**config.mk**
```make
export PLATFORM = sky130hd
export DESIGN_NAME = sar_adc_register_interface
export DESIGN_NICKNAME = d
export VERILOG_FILES = /design/src/rtl/adc_ctrl_pkg.sv /design/src/rtl/sar_step.sv /design/src/rtl/sync2.sv /design/src/rtl/sar_adc_register_interface.sv
export VERILOG_INCLUDE_DIRS = /design/src /design/src/rtl
export SDC_FILE = /design/constraint.sdc
export NUM_CORES = 1
export LEC_CHECK = 0
export ABC_AREA = 1
export ABC_CLOCK_PERIOD_IN_PS = 1300
export BUFFER_PORTS_ARGS = -buffer_cell sky130_fd_sc_hd__buf_2
export CAP_MARGIN = 20
export CORE_ASPECT_RATIO = 0.8
export CORE_MARGIN = 2
export CORE_UTILIZATION = 45
export DETAILED_ROUTE_END_ITERATION = 12
export HOLD_SLACK_MARGIN = 0.02
export PLACE_DENSITY = 0.76
export SETUP_SLACK_MARGIN = 0.05
export SLEW_MARGIN = 20
export SYNTH_ARGS = -nofsm -noshare
export SYNTH_HDL_FRONTEND = slang
export SYNTH_HIERARCHICAL = 1
export SYNTH_SLANG_ARGS = --single-unit
export TNS_END_PERCENT = 50
```
**constraint.sdc**
```tcl
create_clock -name clk_i -period 1.3 [get_ports clk_i]
set_input_delay 0.26 -clock clk_i [delete_from_list [all_inputs] [get_ports clk_i]]
set_output_delay 0.26 -clock clk_i [all_outputs]
set_load 0.05 [all_outputs]
```
**src/rtl/adc_ctrl_defines.svh**
```systemverilog
// Register offsets, field positions, reset values and timing counts of the converter control block.
`ifndef ADC_CTRL_DEFINES_SVH
`define ADC_CTRL_DEFINES_SVH

// ----------------------------------------------------------------------------
// Special function register addresses
// ----------------------------------------------------------------------------
`define ADDR_PIN_OPTION      8'hD9
`define ADDR_CHANNEL_CTRL    8'hDA
`define ADDR_RESULT_UPPER    8'hDB
`define ADDR_RESULT_LOWER    8'hDC

// ----------------------------------------------------------------------------
// Field positions
// ----------------------------------------------------------------------------
`define CTRL_ENABLE_BIT      7
`define CTRL_DONE_BIT        4
`define CHANNELS             4
`define RESULT_BITS          10

// ----------------------------------------------------------------------------
// Reset values
// ----------------------------------------------------------------------------
`define RST_PIN_OPTION       4'h0
`define RST_CHANNEL_SELECT   4'h0
`define RST_RESULT           10'h000

// ----------------------------------------------------------------------------
// Timing: one successive-approximation step every three cycles, plus two sample cycles
// ----------------------------------------------------------------------------
`define SAMPLE_CYCLES        4'h1

`endif

```
**src/rtl/adc_ctrl_pkg.sv**
```systemverilog
// Types shared by the converter control block.
package adc_ctrl_pkg;

   typedef enum logic [1:0]
   {
      ST_IDLE   = 2'b00,
      ST_SAMPLE = 2'b01,
      ST_CONV   = 2'b10,
      ST_STORE  = 2'b11
   } conv_state_t;

endpackage : adc_ctrl_pkg

```
**src/rtl/sar_step.sv**
```systemverilog
// Successive-approximation bit walk: trial code and comparator-driven decisions.
`timescale 1ns/100ps
`include "adc_ctrl_defines.svh"

module sar_step #(
   parameter int WIDTH = `RESULT_BITS
)(
   // Clock and reset
   input  wire logic             clk_i,
   input  wire logic             reset_n_i,
   // Control
   input  wire logic             start_i,
   input  wire logic             step_i,
   input  wire logic             comp_i,
   // Result
   output logic [WIDTH-1:0]      trial_o,
   output logic                  last_o
);

   logic [WIDTH-1:0] code_r;
   logic [WIDTH-1:0] mask_r;

   assign trial_o = code_r | mask_r;
   assign last_o  = mask_r[0];

   // A comparator high means the trial voltage is below the input, so the bit stays.
   always_ff @(posedge clk_i or negedge reset_n_i)
   begin
      if (!reset_n_i)
      begin
         code_r <= '0;
         mask_r <= '0;
      end
      else if (start_i)
      begin
         code_r <= '0;
         mask_r <= {1'b1, {(WIDTH-1){1'b0}}};
      end
      else if (step_i)
      begin
         code_r <= comp_i ? (code_r | mask_r) : code_r;
         mask_r <= mask_r >> 1;
      end
   end

endmodule : sar_step

```
**src/rtl/sync2.sv**
```systemverilog
// Two flip-flop synchroniser for levels from outside the clock domain.
`timescale 1ns/100ps

module sync2 #(
   parameter int WIDTH = 1
)(
   // Clock and reset
   input  wire logic             clk_i,
   input  wire logic             reset_n_i,
   // Data
   input  wire logic [WIDTH-1:0] d_i,
   output logic [WIDTH-1:0]      q_o
);

   logic [WIDTH-1:0] meta_r;

   always_ff @(posedge clk_i or negedge reset_n_i)
   begin
      if (!reset_n_i)
      begin
         meta_r <= '0;
         q_o    <= '0;
      end
      else
      begin
         meta_r <= d_i;
         q_o    <= meta_r;
      end
   end

endmodule : sync2

```
**src/rtl/sar_adc_register_interface.sv**
```systemverilog
// Control, channel selection and result registers of the 10-bit successive-approximation converter.
//
// Behaviour
// - Pin-option register implements only bits 3..0; upper bits read zero.
// - Analog pin enable bit n turns port pin n+4 into analog channel n.
// - Enable bit zero (reset) leaves pin as ordinary port bit or pulse output.
// - Enable at bit 7 resets to zero; setting it starts conversion on selected channel.
// - Select bits 3..0 pick channels 3..0; zero deselects; all reset zero.
// - Each finished conversion stored as 10-bit code split over two result registers.
// - Upper result register holds result bits 9..2, resets to zero.
// - Lower result register holds bits 1..0, reset zero; upper six read zero.
// - Idle or stop switches converter off, aborts conversion, results kept.
// - The four registers sit at special function addresses D9, DA, DB, DC.
`timescale 1ns/100ps
`include "adc_ctrl_defines.svh"

module sar_adc_register_interface
   import adc_ctrl_pkg::*;
#(
   parameter int RES_W = `RESULT_BITS,
   parameter int CH_N  = `CHANNELS
)(
   // Clock and reset
   input  wire logic              clk_i,
   input  wire logic              reset_n_i,
   // Special function register port
   input  wire logic [7:0]        sfr_addr_i,
   input  wire logic              sfr_wr_i,
   input  wire logic              sfr_rd_i,
   input  wire logic [7:0]        sfr_wdata_i,
   output logic      [7:0]        sfr_rdata_o,
   output logic                   sfr_hit_o,
   // Power-saving modes
   input  wire logic              idle_mode_i,
   input  wire logic              stop_mode_i,
   // Pin multiplexing for port pins four to seven
   output logic      [CH_N-1:0]   analog_pin_enable_o,
   output logic      [CH_N-1:0]   digital_pin_enable_o,
   // Analog core
   output logic      [CH_N-1:0]   channel_select_o,
   output logic                   sample_o,
   output logic                   converter_on_o,
   output logic      [RES_W-1:0]  dac_code_o,
   input  wire logic              comparator_i,
   // Status
   output logic                   conversion_done_o
);

   // ----------------------------------------------------------------------------
   // Registers and decode
   // ----------------------------------------------------------------------------
   logic [CH_N-1:0]  pin_option_r;
   logic [CH_N-1:0]  channel_select_r;
   logic             converter_enable_r;
   logic             done_r;
   logic [7:0]       result_upper_r;
   logic [1:0]       result_lower_r;
   conv_state_t      state_r;
   conv_state_t      state_nxt;
   logic [3:0]       sample_cnt_r;
   logic             comp_sync;
   logic             sar_last;
   logic [RES_W-1:0] sar_trial;

   function automatic logic hit(input logic [7:0] a, input logic [7:0] ref_a);
      hit = (a == ref_a);
   endfunction : hit

   wire sel_pin   = hit(sfr_addr_i, `ADDR_PIN_OPTION);
   wire sel_ctrl  = hit(sfr_addr_i, `ADDR_CHANNEL_CTRL);
   wire sel_upper = hit(sfr_addr_i, `ADDR_RESULT_UPPER);
   wire sel_lower = hit(sfr_addr_i, `ADDR_RESULT_LOWER);
   wire wr_pin    = sfr_wr_i && sel_pin;
   wire wr_ctrl   = sfr_wr_i && sel_ctrl;
   wire wr_upper  = sfr_wr_i && sel_upper;
   wire wr_lower  = sfr_wr_i && sel_lower;
   wire power_save = idle_mode_i || stop_mode_i;
   // An enable write during power saving is dropped, so no conversion starts while the core is off.
   wire start_req = wr_ctrl && sfr_wdata_i[`CTRL_ENABLE_BIT] && !power_save;
   // A conversion that reaches its store step just as power saving begins is abandoned like any other.
   wire finish    = (state_r == ST_STORE) && !power_save;

   assign sfr_hit_o = sel_pin || sel_ctrl || sel_upper || sel_lower;

   // ----------------------------------------------------------------------------
   // Software registers
   // ----------------------------------------------------------------------------
   always_ff @(posedge clk_i or negedge reset_n_i)
   begin
      if (!reset_n_i)
      begin
         pin_option_r       <= `RST_PIN_OPTION;
         channel_select_r   <= `RST_CHANNEL_SELECT;
         converter_enable_r <= 1'b0;
      end
      else
      begin
         if (wr_pin)
            pin_option_r <= sfr_wdata_i[CH_N-1:0];
         if (wr_ctrl)
            channel_select_r <= sfr_wdata_i[CH_N-1:0];
         // Power saving forces the enable low so the converter stays off until software restarts it.
         if (power_save)
            converter_enable_r <= 1'b0;
         else if (wr_ctrl)
            converter_enable_r <= sfr_wdata_i[`CTRL_ENABLE_BIT];
      end
   end

   // The done flag is hardware set and cleared by a write of zero; a completion in the same cycle wins.
   always_ff @(posedge clk_i or negedge reset_n_i)
   begin
      if (!reset_n_i)
         done_r <= 1'b0;
      else if (finish)
         done_r <= 1'b1;
      else if (wr_ctrl && !sfr_wdata_i[`CTRL_DONE_BIT])
         done_r <= 1'b0;
      else if (start_req)
         done_r <= 1'b0;
   end

   // Result registers are CPU writable; a finishing conversion takes priority over the write.
   always_ff @(posedge clk_i or negedge reset_n_i)
   begin
      if (!reset_n_i)
      begin
         result_upper_r <= 8'(`RST_RESULT >> 2);
         result_lower_r <= 2'h0;
      end
      else if (finish)
      begin
         result_upper_r <= sar_trial[RES_W-1:2];
         result_lower_r <= sar_trial[1:0];
      end
      else
      begin
         if (wr_upper)
            result_upper_r <= sfr_wdata_i;
         if (wr_lower)
            result_lower_r <= sfr_wdata_i[1:0];
      end
   end

   // ----------------------------------------------------------------------------
   // Conversion sequencer
   // ----------------------------------------------------------------------------
   sync2 #(.WIDTH(1)) u_comp_sync
   (
      .clk_i     (clk_i),
      .reset_n_i (reset_n_i),
      .d_i       (comparator_i),
      .q_o       (comp_sync)
   );

   // The comparator reaches logic two cycles late, so each decision waits on a settle window.
   logic [1:0] settle_r;
   wire        step_now = (state_r == ST_CONV) && (settle_r == 2'h2);

   // Power saving overrides every state, which abandons a conversion and leaves both results untouched.
   always_comb
   begin
      state_nxt = state_r;
      case (state_r)
         ST_IDLE:   if (start_req) state_nxt = ST_SAMPLE;
         ST_SAMPLE: if (sample_cnt_r == `SAMPLE_CYCLES) state_nxt = ST_CONV;
         ST_CONV:   if (step_now && sar_last) state_nxt = ST_STORE;
         ST_STORE:  state_nxt = ST_IDLE;
         default:   state_nxt = ST_IDLE;
      endcase
      if (power_save)
         state_nxt = ST_IDLE;
   end

   always_ff @(posedge clk_i or negedge reset_n_i)
   begin
      if (!reset_n_i)
      begin
         state_r      <= ST_IDLE;
         sample_cnt_r <= 4'h0;
         settle_r     <= 2'h0;
      end
      else
      begin
         state_r      <= state_nxt;
         sample_cnt_r <= (state_r == ST_SAMPLE) ? sample_cnt_r + 4'h1 : 4'h0;
         settle_r     <= (state_r != ST_CONV || step_now) ? 2'h0 : settle_r + 2'h1;
      end
   end

   // The bit walk reloads on every sample cycle, so each conversion begins at mid-scale.
   sar_step #(.WIDTH(RES_W)) u_sar
   (
      .clk_i     (clk_i),
      .reset_n_i (reset_n_i),
      .start_i   (state_r == ST_SAMPLE),
      .step_i    (step_now),
      .comp_i    (comp_sync),
      .trial_o   (sar_trial),
      .last_o    (sar_last)
   );

   // ----------------------------------------------------------------------------
   // Outputs
   // ----------------------------------------------------------------------------
   genvar g;
   generate
      for (g = 0; g < CH_N; g++)
      begin : g_pin
         assign analog_pin_enable_o[g]  = pin_option_r[g];
         assign digital_pin_enable_o[g] = !pin_option_r[g];
      end
   endgenerate

   // Several select bits at once pass straight through; the result is then undefined.
   assign channel_select_o  = channel_select_r;
   assign sample_o          = (state_r == ST_SAMPLE);
   assign converter_on_o    = (state_r != ST_IDLE);
   assign dac_code_o        = sar_trial;
   assign conversion_done_o = done_r;

   // Read data is zero outside a read or a mapped address, so several blocks can share one read bus by OR.
   always_comb
   begin
      sfr_rdata_o = 8'h00;
      if (sfr_rd_i)
      begin
         if (sel_pin)
            sfr_rdata_o = {4'h0, pin_option_r};
         else if (sel_ctrl)
            sfr_rdata_o = {converter_enable_r, 2'b00, done_r, channel_select_r};
         else if (sel_upper)
            sfr_rdata_o = result_upper_r;
         else if (sel_lower)
            sfr_rdata_o = {6'h00, result_lower_r};
      end
   end

   // ----------------------------------------------------------------------------
   // Checks
   // ----------------------------------------------------------------------------
   a_done_on_store: assert property (@(posedge clk_i) disable iff (!reset_n_i)
      finish |=> done_r && result_upper_r == $past(sar_trial[RES_W-1:2]))
      else $error("done flag or upper result not updated after conversion");
   a_lower_stored: assert property (@(posedge clk_i) disable iff (!reset_n_i)
      finish |=> result_lower_r == $past(sar_trial[1:0]))
      else $error("lower result not updated after conversion");
   a_abort_power: assert property (@(posedge clk_i) disable iff (!reset_n_i)
      power_save |=> state_r == ST_IDLE && !converter_enable_r)
      else $error("converter still running in power saving mode");
   a_results_kept: assert property (@(posedge clk_i) disable iff (!reset_n_i)
      power_save && !wr_upper && !wr_lower |=> $stable(result_upper_r) && $stable(result_lower_r))
      else $error("result changed during power saving mode");
   a_start_conv: assert property (@(posedge clk_i) disable iff (!reset_n_i || power_save)
      start_req && state_r == ST_IDLE |=> sample_o ##1 sample_o ##1 state_r == ST_CONV)
      else $error("conversion did not start after enable write");
   a_pin_map: assert property (@(posedge clk_i) disable iff (!reset_n_i)
      wr_pin |=> analog_pin_enable_o == $past(sfr_wdata_i[3:0]) && digital_pin_enable_o == ~analog_pin_enable_o)
      else $error("pin option not applied to pins");
   a_pin_readback: assert property (@(posedge clk_i) disable iff (!reset_n_i)
      sfr_rd_i && sel_pin |-> sfr_rdata_o[7:4] == 4'h0)
      else $error("unimplemented pin option bits read nonzero");
   a_ctrl_readback: assert property (@(posedge clk_i) disable iff (!reset_n_i)
      wr_ctrl ##1 !wr_ctrl ##1 (sfr_rd_i && sel_ctrl) |-> sfr_rdata_o[3:0] == $past(sfr_wdata_i[3:0], 2))
      else $error("channel select read back wrong");
   a_conv_bounded: assert property (@(posedge clk_i) disable iff (!reset_n_i || power_save)
      $rose(state_r == ST_CONV) |-> ##[29:31] finish)
      else $error("conversion length out of bound");

   // Register write and read-path checks.
   a_unmapped_read: assert property (@(posedge clk_i) disable iff (!reset_n_i)
      sfr_rd_i && !sfr_hit_o |-> sfr_rdata_o == 8'h00)
      else $error("unmapped address read nonzero");
   a_lower_unused: assert property (@(posedge clk_i) disable iff (!reset_n_i)
      sfr_rd_i && sel_lower |-> sfr_rdata_o[7:2] == 6'h00)
      else $error("unimplemented lower result bits read nonzero");
   a_enable_write: assert property (@(posedge clk_i) disable iff (!reset_n_i)
      wr_ctrl && !power_save |=> converter_enable_r == $past(sfr_wdata_i[`CTRL_ENABLE_BIT]))
      else $error("enable bit not written");
   a_select_write: assert property (@(posedge clk_i) disable iff (!reset_n_i)
      wr_ctrl |=> channel_select_o == $past(sfr_wdata_i[CH_N-1:0]))
      else $error("channel select not written");
   a_upper_write: assert property (@(posedge clk_i) disable iff (!reset_n_i)
      wr_upper && !finish |=> result_upper_r == $past(sfr_wdata_i))
      else $error("upper result not written");

   // Conversion and flag checks.
   a_done_hold: assert property (@(posedge clk_i) disable iff (!reset_n_i)
      done_r && !wr_ctrl |=> done_r)
      else $error("done flag lost without a clear");
   a_start_clears: assert property (@(posedge clk_i) disable iff (!reset_n_i)
      start_req && !finish |=> !done_r)
      else $error("done flag not cleared by a new start");
   a_sample_len: assert property (@(posedge clk_i) disable iff (!reset_n_i || power_save)
      $rose(sample_o) |=> sample_o ##1 !sample_o)
      else $error("sample phase length wrong");

   c_full_conv:  cover property (@(posedge clk_i) disable iff (!reset_n_i) finish);
   c_abort:      cover property (@(posedge clk_i) disable iff (!reset_n_i) state_r == ST_CONV && power_save);
   c_set_clear:  cover property (@(posedge clk_i) disable iff (!reset_n_i) finish && wr_ctrl);
   c_analog_pin: cover property (@(posedge clk_i) disable iff (!reset_n_i) analog_pin_enable_o == 4'hF);
   c_ctrl_read:  cover property (@(posedge clk_i) disable iff (!reset_n_i) wr_ctrl ##1 !wr_ctrl ##1 (sfr_rd_i && sel_ctrl));

endmodule : sar_adc_register_interface

```
Word-level counts from Yosys, hierarchy flattened
Cells that the tools add are included.

Multiplexer cells: 26. $add $sub $neg: 2. Bitwise gates (word level): 1. Reductions and logical operators: 31. Equal/unequal tests: 13.

Operators by type and width (number): 10-bit two-way mux (5); 8-bit two-way mux (6); 8-bit == test (second input constant) (4); 2-bit two-way mux (8); 2-bit nonzero test (6); 1-bit logical AND (10); 10-bit bitwise OR (1); 2-bit one-hot mux with 4 select lines (1); 2-bit == test (second input constant) (3); 1-bit zero test (6); 1-bit logical OR (5); 1-bit two-way mux (5); 4-bit by 1-bit adder with 4-bit output (second input constant) (1); 4-bit by 1-bit == test with 1-bit output (second input constant) (1); 4-bit two-way mux (1); 3-bit by 1-bit inequality test with 1-bit output (second input constant) (1); 3-bit by 2-bit inequality test with 1-bit output (second input constant) (1); 3-bit inequality test (second input constant) (1); 3-bit AND reduction (1); 3-bit nonzero test (1); 2-bit by 1-bit adder with 2-bit output (second input constant) (1); 2-bit by 1-bit == test with 1-bit output (second input constant) (1); 2-bit zero test (1); 2-bit inequality test (second input constant) (1); 2-bit AND reduction (1).

Input port bits: 23. Bits in registers: 50. Logic and storage cells: 86. Output and inout bits: 34.

Longest topological paths before layout
Gate-level depths: netlist of run 1.

Depth after elaboration: 7. Mapped depth: 9. Depth with buffers taken out: 9.

Hierarchy
Netlist of run 1, hierarchy kept.

By module, submodules not included: sar_adc_register_interface (times used 1, area an instance 1657.8 um2, cells an instance 212, seq. area each 700.7 um2); sar_step (times used 1, area an instance 813.3 um2, cells an instance 87, seq. area each 500.5 um2); sync2 (times used 1, area an instance 50.0 um2, cells an instance 2, seq. area each 50.0 um2).

Worst setup path after synthesis of run 1
Ideal clock, no wire load.

Path kind: in2out. Start: input sfr_addr_i[2]. End: output sfr_rdata_o[5]. Path buffers: 1. Data required time: 1.040 ns. Arrival time: 1.800 ns. Stages on the path: 6. Path slack: -0.760 ns. Cells stage by stage: inv_1 -> nand2_1 -> nor3_2 -> nand2_2 -> buf_2 -> nor3_1.

Word-level cells in the longest chain between the ends: 5. Elaborated cells on any way between the ends: 7. Classes of those cells: eq/ne (3); mux (4).

Ends and longest elaborated chain: from (decl) (RTL line sar_adc_register_interface.sv:27) `input wire logic [7:0] sfr_addr_i,`; 8-bit == test (RTL line sar_adc_register_interface.sv:66) `hit = (a == ref_a);`; 8-bit two-way mux (RTL line sar_adc_register_interface.sv:232) `else if (sel_upper)`; 8-bit two-way mux (RTL line sar_adc_register_interface.sv:230) `else if (sel_ctrl)`; 8-bit two-way mux (*) (RTL line sar_adc_register_interface.sv:228) `if (sel_pin)`; 8-bit two-way mux (*) (RTL line sar_adc_register_interface.sv:226) `if (sfr_rd_i)`; to (decl) (RTL line sar_adc_register_interface.sv:31) `output logic [7:0] sfr_rdata_o,`.

Mark *: on every way between the ends. The rest lies on a longest branch, timed or not.

Worst setup path after layout of run 1
Start: input sfr_addr_i[5]. End: output sfr_rdata_o[0].

Word-level cells in the longest chain between the ends: 6. Elaborated cells on any way between the ends: 9. Classes of those cells: eq/ne (4); mux (5).

Ends and longest elaborated chain: 8-bit == test (RTL line sar_adc_register_interface.sv:66); 2-bit two-way mux (RTL line sar_adc_register_interface.sv:234) `else if (sel_lower)`; 8-bit two-way mux (RTL line sar_adc_register_interface.sv:232); 8-bit two-way mux (RTL line sar_adc_register_interface.sv:230); 8-bit two-way mux (*) (RTL line sar_adc_register_interface.sv:228); 8-bit two-way mux (*) (RTL line sar_adc_register_interface.sv:226).

Marked as above.

==> summary.md, run 1 <==
| Metric | Value |
|---|---|
| Synthesized area per cell | 8.38 sq um |
| Crit Path Class | primary input to output pin |
| Final Instance Area | 4230 sq um |
| Syn Inst Count | 301 |
| Antenna Diode Count | 0 |
| Clk sinks | 50 |
| DP Area | 3220 sq um |
| Worst hold start | comparator_i |
| Post-synth EDFFs | 0 |
| Drt total wl | 7.57 mm |
| Final worst-path cycle share | 127% |
| Top_reg_cell synth | dfrtp_1 |
| Async S/R FF share, synth | 100% |
| Clock root buffer | clkbuf_8 |
| Initial core utilization | 46.4% |
| Post-synthesis register bit count | 50 |
| Slew margin rel. | 75.1% |
| All-Layer GR Usage | 24.3% |
| RSZ-0062 raised after global routing | true |
| Worst IR Drop VDD | 0.698 mV |
| WP data required | 1.04 ns |
| Die height | 71.0 um |
| Worst EP arrival | 1.39 ns |
| Cell Area, Synth | 2520 sq um |
| Final nets | 452 |
| Final ANT Viol Nets | 0 |
| Status | finished with violations |
| GRT Residual Overflow | 0 |
| Placed Cells | 456 |
| Port-buffer cells | 56 |
| Yosys top cell area share | 49.6% |
| Worst-margin pin slew | 0.373 ns |
| DP Worst Slack | -0.501 ns |
| Vias per cell | 4.96 |
| Pwr dens | 769 nW/um^2 |
| Die Wd | 87.7 um |
| Clock skew | 0.00946 ns |
| Pins over their slew limit | 0 |
| Iteration-0 DRC Markers | 136 |
| First-pass GRT wire length | 11.8 mm |
| Leakage | 0.00207 uW |
| Worst Setup End Kind | output pin |
| Initial antenna violation count | 0 |
| Pre-antenna DRT Iters | 5 |
| Setup WS post-layout | -0.354 ns |
| Fin crit period | 1.65 ns |
| Yosys cell types | 29 |
| CP Launch Point | sfr_addr_i[5] |
| Largest cells by area after synthesis | dfrtp_1 (50%), nand2_1 (11%), o21ai_0 (5.6%) |
| Finished Layout Cells | 501 |
| Residual DRC | 0 |
| Die area | 6220 sq um |
| Largest net degree at the start of global routing | 51 |
| Final HPWL DP | 4.43 mm |
| Worst hold-check path type | primary input to register |
| CTS Buf Count | 5 |
| H-tree depth | 2 |
| Via count | 2486 |
| CP Launch Type | primary input |
| CP max FO | 6 |
| Number of I/O pins | 57 |
| Vias in the first global route | 2473 |
| Syn Nets | 331 |
| WL per Instance | 15.1 um |
| Violated checks | setup timing |
| Number of synthesis warnings | 6 |
| Final setup viols | 53 |
| Core Rows | 24 |
| Worst-Skew Late Latency | 0.31 ns |
| Max Cap Viol | 0 |
| Fin. Hold Viols | 0 |
| Sequential share of the synthesized area | 49.6% |
| Share of layout cells above drive strength 1 | 56.7% |
| Core area | 5440 sq um |
| Area growth syn-to-layout | 67.8% |
| Clock Pin Slew Worst Setup and Hold Paths | 0.10 ns |
| R2r startpoint | state_r[1] |
| CTS tree | built |
| Yosys top cell by area | dfrtp_1 |
| Gpl congestion | 0.833 |
| FMAX | 605 MHz |
| Clock buffer depth | 2 |
-- layer usage --
metal / share of wire [%] / track usage, % / routed length, um
met1: 43 / 32.2 / 3270
met2: 51 / 41.4 / 3890
met3: 4.5 / 5.02 / 342
met4: 0.92 / 4.96 / 70
met5: 0 / 0 / 0
-- kinds of logic after synthesis --
logic type / after synthesis / share of synthesized area, %
buf+inv: 43 / 7.25
xor+xnor: 2 / 0.695
simple gates: 135 / 24.0
flops: 50 / 49.6
compound gates: 60 / 13.1
mux: 4 / 1.89
fa+ha+maj: 7 / 3.47
-- per-stage QoR --
stage | setup TNS (ns) | hold WS [ns] | utilization (%) | power [uW]
2_1_floorplan | -1.70 | -0.0356 | - | 1870
3_3_place_gp | -6.59 | 0.270 | 59.3 | 2020
3_5_place_dp | -8.04 | 0.272 | 59.3 | 2020
4_1_cts | -3.74 | 0.0445 | 72.4 | 3220
5_1_grt | -8.35 | 0.0402 | 77.9 | 3370
6_report | -6.03 | 0.0602 | 77.9 | 3250
-- cells in the mapped netlist (2+ instances only) --
cell type,instances
nand2_1,76
dfrtp_1,50
inv_1,33
o21ai_0,28
nor2_1,21
o21ai_1,15
a21oi_1,12
or2_2,11
nand3_1,10
ha_1,7
inv_2,5
nand2_2,5
nand4_1,3
nor3_1,3
o21ai_2,3
buf_2,2
buf_6,2
mux2_2,2
nor2_2,2
nor2_4,2
-- cells in the final DEF (no fill, tap or decap), drive strengths merged, types with 2 or more instances in the layout --
cell type / synthesis / routed
a21oi: 12 / 12
nand4: 3 / 3
nand3: 10 / 10
o21ai: 47 / 47
or2: 11 / 11
inv: 38 / 37
clkinvlp: 0 / 2
clkbuf: 0 / 7
nand2: 82 / 82
ha: 7 / 7
buf: 5 / 116
nor2: 25 / 25
nor3: 4 / 4
mux2: 3 / 3
dfrtp: 50 / 50
-- worst max-delay path, cell delays in order --
cell and delay (ns):
buf_8 0.11, inv_12 0.04, nand2_4 0.04, nor2_4 0.23, nand2_2 0.13, inv_4 0.10
nand2_2 0.06, nand2_2 0.06, inv_2 0.04, a21oi_4 0.14, buf_6 0.17
-- cell type report --
type,count,area [sq um]
Clock buffer,5,68.8
Clock inverter,3,47.5
Fill cell,326,1200
Inverter,38,188
Multi-Input combinational cell,208,1470
Sequential cell,50,1260
Tap cell,78,97.6
Timing Repair Buffer,119,1110
-- flip-flops by register name, indices dropped and copies added, names as in the netlist --
register / flops
conversion_done_o: 1
settle_r: 2
converter_enable_r: 1
result_lower_r: 2
analog_pin_enable_o: 4
u_comp_sync/q_o: 1
sample_cnt_r: 4
result_upper_r: 8
state_r: 2
u_comp_sync/meta_r: 1
channel_select_o: 4
u_sar/code_r: 10
u_sar/mask_r: 10
-- power by group --
part           switching (uW)  internal [uW]
clock                     576            584
sequential               34.9           1600
combinational             277            179
-- final timing paths --
check                                          to  slack [ns]  cells past startpoint
setup / recovery                   sfr_rdata_o[0]       -0.35                     11
hold / removal                 u_comp_sync/meta_r        0.06                      1
setup reg to reg                  u_sar/mask_r[0]       -0.14                      9
hold reg to reg                   u_comp_sync/q_o        0.36                      0
max in group asynchronous  analog_pin_enable_o[2]        0.61                      3
min in group asynchronous         u_sar/code_r[2]        0.44                      3
-- what timing repair did --
action | 4_1_cts | 5_1_grt
gates resized for setup | 136 | 61
setup buffers | 19 | 14
hold endpoints to repair | 50 | 0
pin swaps | 16 | 12
endpoints found under the setup margin | 59 | 74
hold buffers | 1 | 0
cloned | 2 | 1
No activity file was read; power rests on OpenSTA's default activity.
==> run 2: changes to the inputs <==
--- a/config.mk
+++ b/config.mk
@@ -8,5 +8,5 @@
 export LEC_CHECK = 0
 export ABC_AREA = 1
-export ABC_CLOCK_PERIOD_IN_PS = 1300
+export ABC_CLOCK_PERIOD_IN_PS = 1800
 export BUFFER_PORTS_ARGS = -buffer_cell sky130_fd_sc_hd__buf_2
 export CAP_MARGIN = 20
@@ -16,5 +16,5 @@
 export DETAILED_ROUTE_END_ITERATION = 12
 export HOLD_SLACK_MARGIN = 0.02
-export PLACE_DENSITY = 0.76
+export PLACE_DENSITY_LB_ADDON = 0.2
 export SETUP_SLACK_MARGIN = 0.05
 export SLEW_MARGIN = 20
==> constraint.sdc (replaced) <==
create_clock -name clk_i -period 1.8 [get_ports clk_i]
set_input_delay 0.09 -clock clk_i [delete_from_list [all_inputs] [get_ports clk_i]]
set_output_delay 0.09 -clock clk_i [all_outputs]
set_load 0.05 [all_outputs]
==> run 2 against run 1 <==
Compared with the run above: largest cell class is now sequential cells; the run now ends clean; combinational power fell by 50%; register-to-register slack improved by 0.34 ns; clock-buffer cell count rose by 2; first-iteration DRC count fell by 26%.
==> summary.md, run 2 (synthesis results as in run 1) <==
| Metric | Value |
|---|---|
| Final nets | 392 (was 452) |
| Worst-margin pin slew | 0.627 ns (was 0.373 ns) |
| Port-buffer cells | 56 (unchanged) |
| Worst Setup End Kind | register (was output pin) |
| Clock buffer depth | 2 (unchanged) |
| H-tree depth | 2 (unchanged) |
| Top flop regs | u_sar/code_r x10, u_sar/mask_r x10, result_upper_r x8 (unchanged) |
| Pre-antenna DRT Iters | 4 (was 5) |
| Most frequent cells in the layout | nand2_1 (76), buf_2 (56), dfrtp_1 (50), inv_1 (33), o21ai_0 (28) (was nand2_1 (49), dfrtp_1 (46), buf_4 (46), buf_2 (27)) |
| Die area | 6220 sq um (unchanged) |
| Vias in the first global route | 2025 (was 2473) |
| Switch Pwr | 517 uW (was 888 uW) |
| Worst IR Drop VDD | 0.459 mV (was 0.698 mV) |
| Gpl congestion | 0.848 (was 0.833) |
| Iteration-0 DRC Markers | 100 (was 136) |
| Clock Pin Slew Worst Setup and Hold Paths | 0.09 ns (was 0.10 ns) |
| RSZ-0062 raised after global routing | false (was true) |
| Die Wd | 87.7 um (unchanged) |
| Final Core Density | 54.5% (was 77.9%) |
| Largest net degree at the start of global routing | 51 (unchanged) |
| Fin. Hold Viols | 0 (unchanged) |
| CTS tree | built (unchanged) |
| Max Cap Viol | 0 (unchanged) |
| Status | finished, final reports clean (was finished with violations) |
| WL per Instance | 12.3 um (was 15.1 um) |
| Leakage | 0.00159 uW (was 0.00207 uW) |
| Core Rows | 24 (unchanged) |
| Antenna Diode Count | 0 (unchanged) |
| Worst hold-check path type | primary input to register (unchanged) |
| Worst EP arrival | 1.81 ns (was 1.39 ns) |
| Area growth syn-to-layout | 17.5% (was 67.8%) |
| CP Buf/Inv Count | 2 (was 5) |
| Max incr delay on CP | 0.46 ns (was 0.23 ns) |
| Final setup viols | 0 (was 53) |
| Top Family by Delay on Critical Path | buffers and inverters (was simple AND/OR/NAND/NOR gates) |
| GRT Residual Overflow | 0 (unchanged) |
| CP most frequent cell | inv_1 (was nand2_2) |
| Clock root buffer | clkbuf_8 (unchanged) |
| CTS Buf Count | 5 (unchanged) |
| Combinational power share | 11.2% (was 14.0%) |
| Die height | 71.0 um (unchanged) |
| Slew margin rel. | 58.2% (was 75.1%) |
| Initial antenna violation count | 0 (unchanged) |
| Clock skew | 0.00761 ns (was 0.00946 ns) |
| Switching portion of total power | 25.7% (was 27.3%) |
| Vias per cell | 4.81 (was 4.96) |
| Pwr dens | 678 nW/um^2 (was 769 nW/um^2) |
| Clock network power share | 30.3% (was 35.7%) |
| Slowest cell on crit path | inv_1 (was nor2_4) |
| Crit Path Class | register to register (was primary input to output pin) |
| Drt total wl | 5.40 mm (was 7.57 mm) |
| Setup Buffers After CTS | 0 (was 19) |
| Share of layout cells above drive strength 1 | 26.8% (was 56.7%) |
| CP max FO | 20 (was 6) |
| Int Pwr | 1490 uW (was 2370 uW) |
| Residual DRC | 0 (unchanged) |
| Most common cell after layout, fill and taps aside | nand2_1 (unchanged) |
| Final TNS setup | 0 ns (was -6.03 ns) |
| Pins over their slew limit | 0 (unchanged) |
| Critical-path cell list | inv_1 > ha_1 > inv_1 > nand2_1 > o21ai_0 (was buf_8 > inv_12 > nand2_4 > nor2_4 > nand2_2 > inv_4 > nand2_2 > nand2_2 > inv_2 > a21oi_4 > buf_6) |
| Fin crit period | 1.60 ns |
| Via count | 2117 (was 2486) |
| First-pass GRT wire length | 9.34 mm (was 11.8 mm) |
| Final HPWL DP | 4.05 mm (was 4.43 mm) |
| Share of power burned in registers | 58.5% (was 50.3%) |
| Final ANT Viol Nets | 0 (unchanged) |
| Worst-Skew Late Latency | 0.30 ns (was 0.31 ns) |
| CP Launch Type | register (was primary input) |
| Clk sinks | 50 (unchanged) |
| Initial core utilization | 46.4% (unchanged) |
| WP data required | 2.02 ns (was 1.04 ns) |
| Final worst-path cycle share | 88.7% |
| FMAX | 626 MHz |
| All-Layer GR Usage | 19.2% (was 24.3%) |
| Core area | 5440 sq um (unchanged) |
| Number of I/O pins | 57 (unchanged) |
==> run 2: cell count changes in the layout (fill, tap and decap cells not counted), sizes merged <==
cell	delta
clkinvlp	-2
dlygate4sd3	+1
inv	+1
buf	-59
clkinv	-1
bufinv	-1
==> run 2: timing repair <==
item | 4_1_cts | 5_1_grt
hold buffers | 2 | 0
gates resized for setup | 0 | 0
endpoints found under the setup margin | 0 | 0
endpoints found under the hold margin | 51 | 0
==> run 2: per-layer routing <==
layer  routed length, um  vias to the layer above  track usage [%]
met5                   0                        -                0
met4                  59                        0             4.79
met3                 238                        8             5.25
met2                2330                       43             28.4
met1                2760                      987             28.3
li1                    -                     1079                -
==> run 2: final timing paths <==
kind	start	end	slack [ns]	cells past startpoint
max	state_r[1]	u_sar/mask_r[4]	0.20	5
min	sfr_wdata_i[4]	conversion_done_o	0.05	3
max reg2reg	state_r[1]	u_sar/mask_r[4]	0.20	5
min reg2reg	u_comp_sync/meta_r	u_comp_sync/q_o	0.37	0
max in group asynchronous	reset_n_i	u_sar/mask_r[1]	0.96	3
min in group asynchronous	reset_n_i	u_sar/code_r[8]	0.43	3
==> run 2: power by group through the flow <==
stage	combinational [uW]	clock (uW)	sequential, uW
after floorplan	109	0	1230
after global placement	222	0	1200
after detailed placement	225	0	1200
after CTS	229	625	1180
after global routing	251	685	1180
final	226	608	1180
==> run 2: cell type report <==
type | instances | area, sq um
well taps | 78 | 97.6
repair buffers | 59 | 308
multi-input cells | 208 | 1090
clock buffers | 7 | 76.3
flip-flops and latches | 50 | 1250
fillers | 529 | 2470
inverters | 38 | 143
==> run 2: worst reg2reg max path: stages (launching register included) <==
cell     delay (ns)
dfrtp_1        0.38
inv_1          0.08
ha_1           0.25
inv_1          0.46
nand2_1        0.14
o21ai_0        0.20
==> run 2: per-stage QoR <==
step / cells / power [uW] / hold slack [ns] / setup slack, ns / cell area [sq um]
3_3_place_gp: 431 / 1420 / 0.199 / 0.288 / 2870
2_1_floorplan: 301 / 1330 / -0.206 / 0.0799 / 2520
6_report: 440 / 2010 / 0.0535 / 0.203 / 2960
4_1_cts: 440 / 2030 / 0.0496 / 0.212 / 2960
5_1_grt: 440 / 2120 / 0.0656 / 0.0567 / 2960
3_5_place_dp: 431 / 1420 / 0.200 / 0.235 / 2870
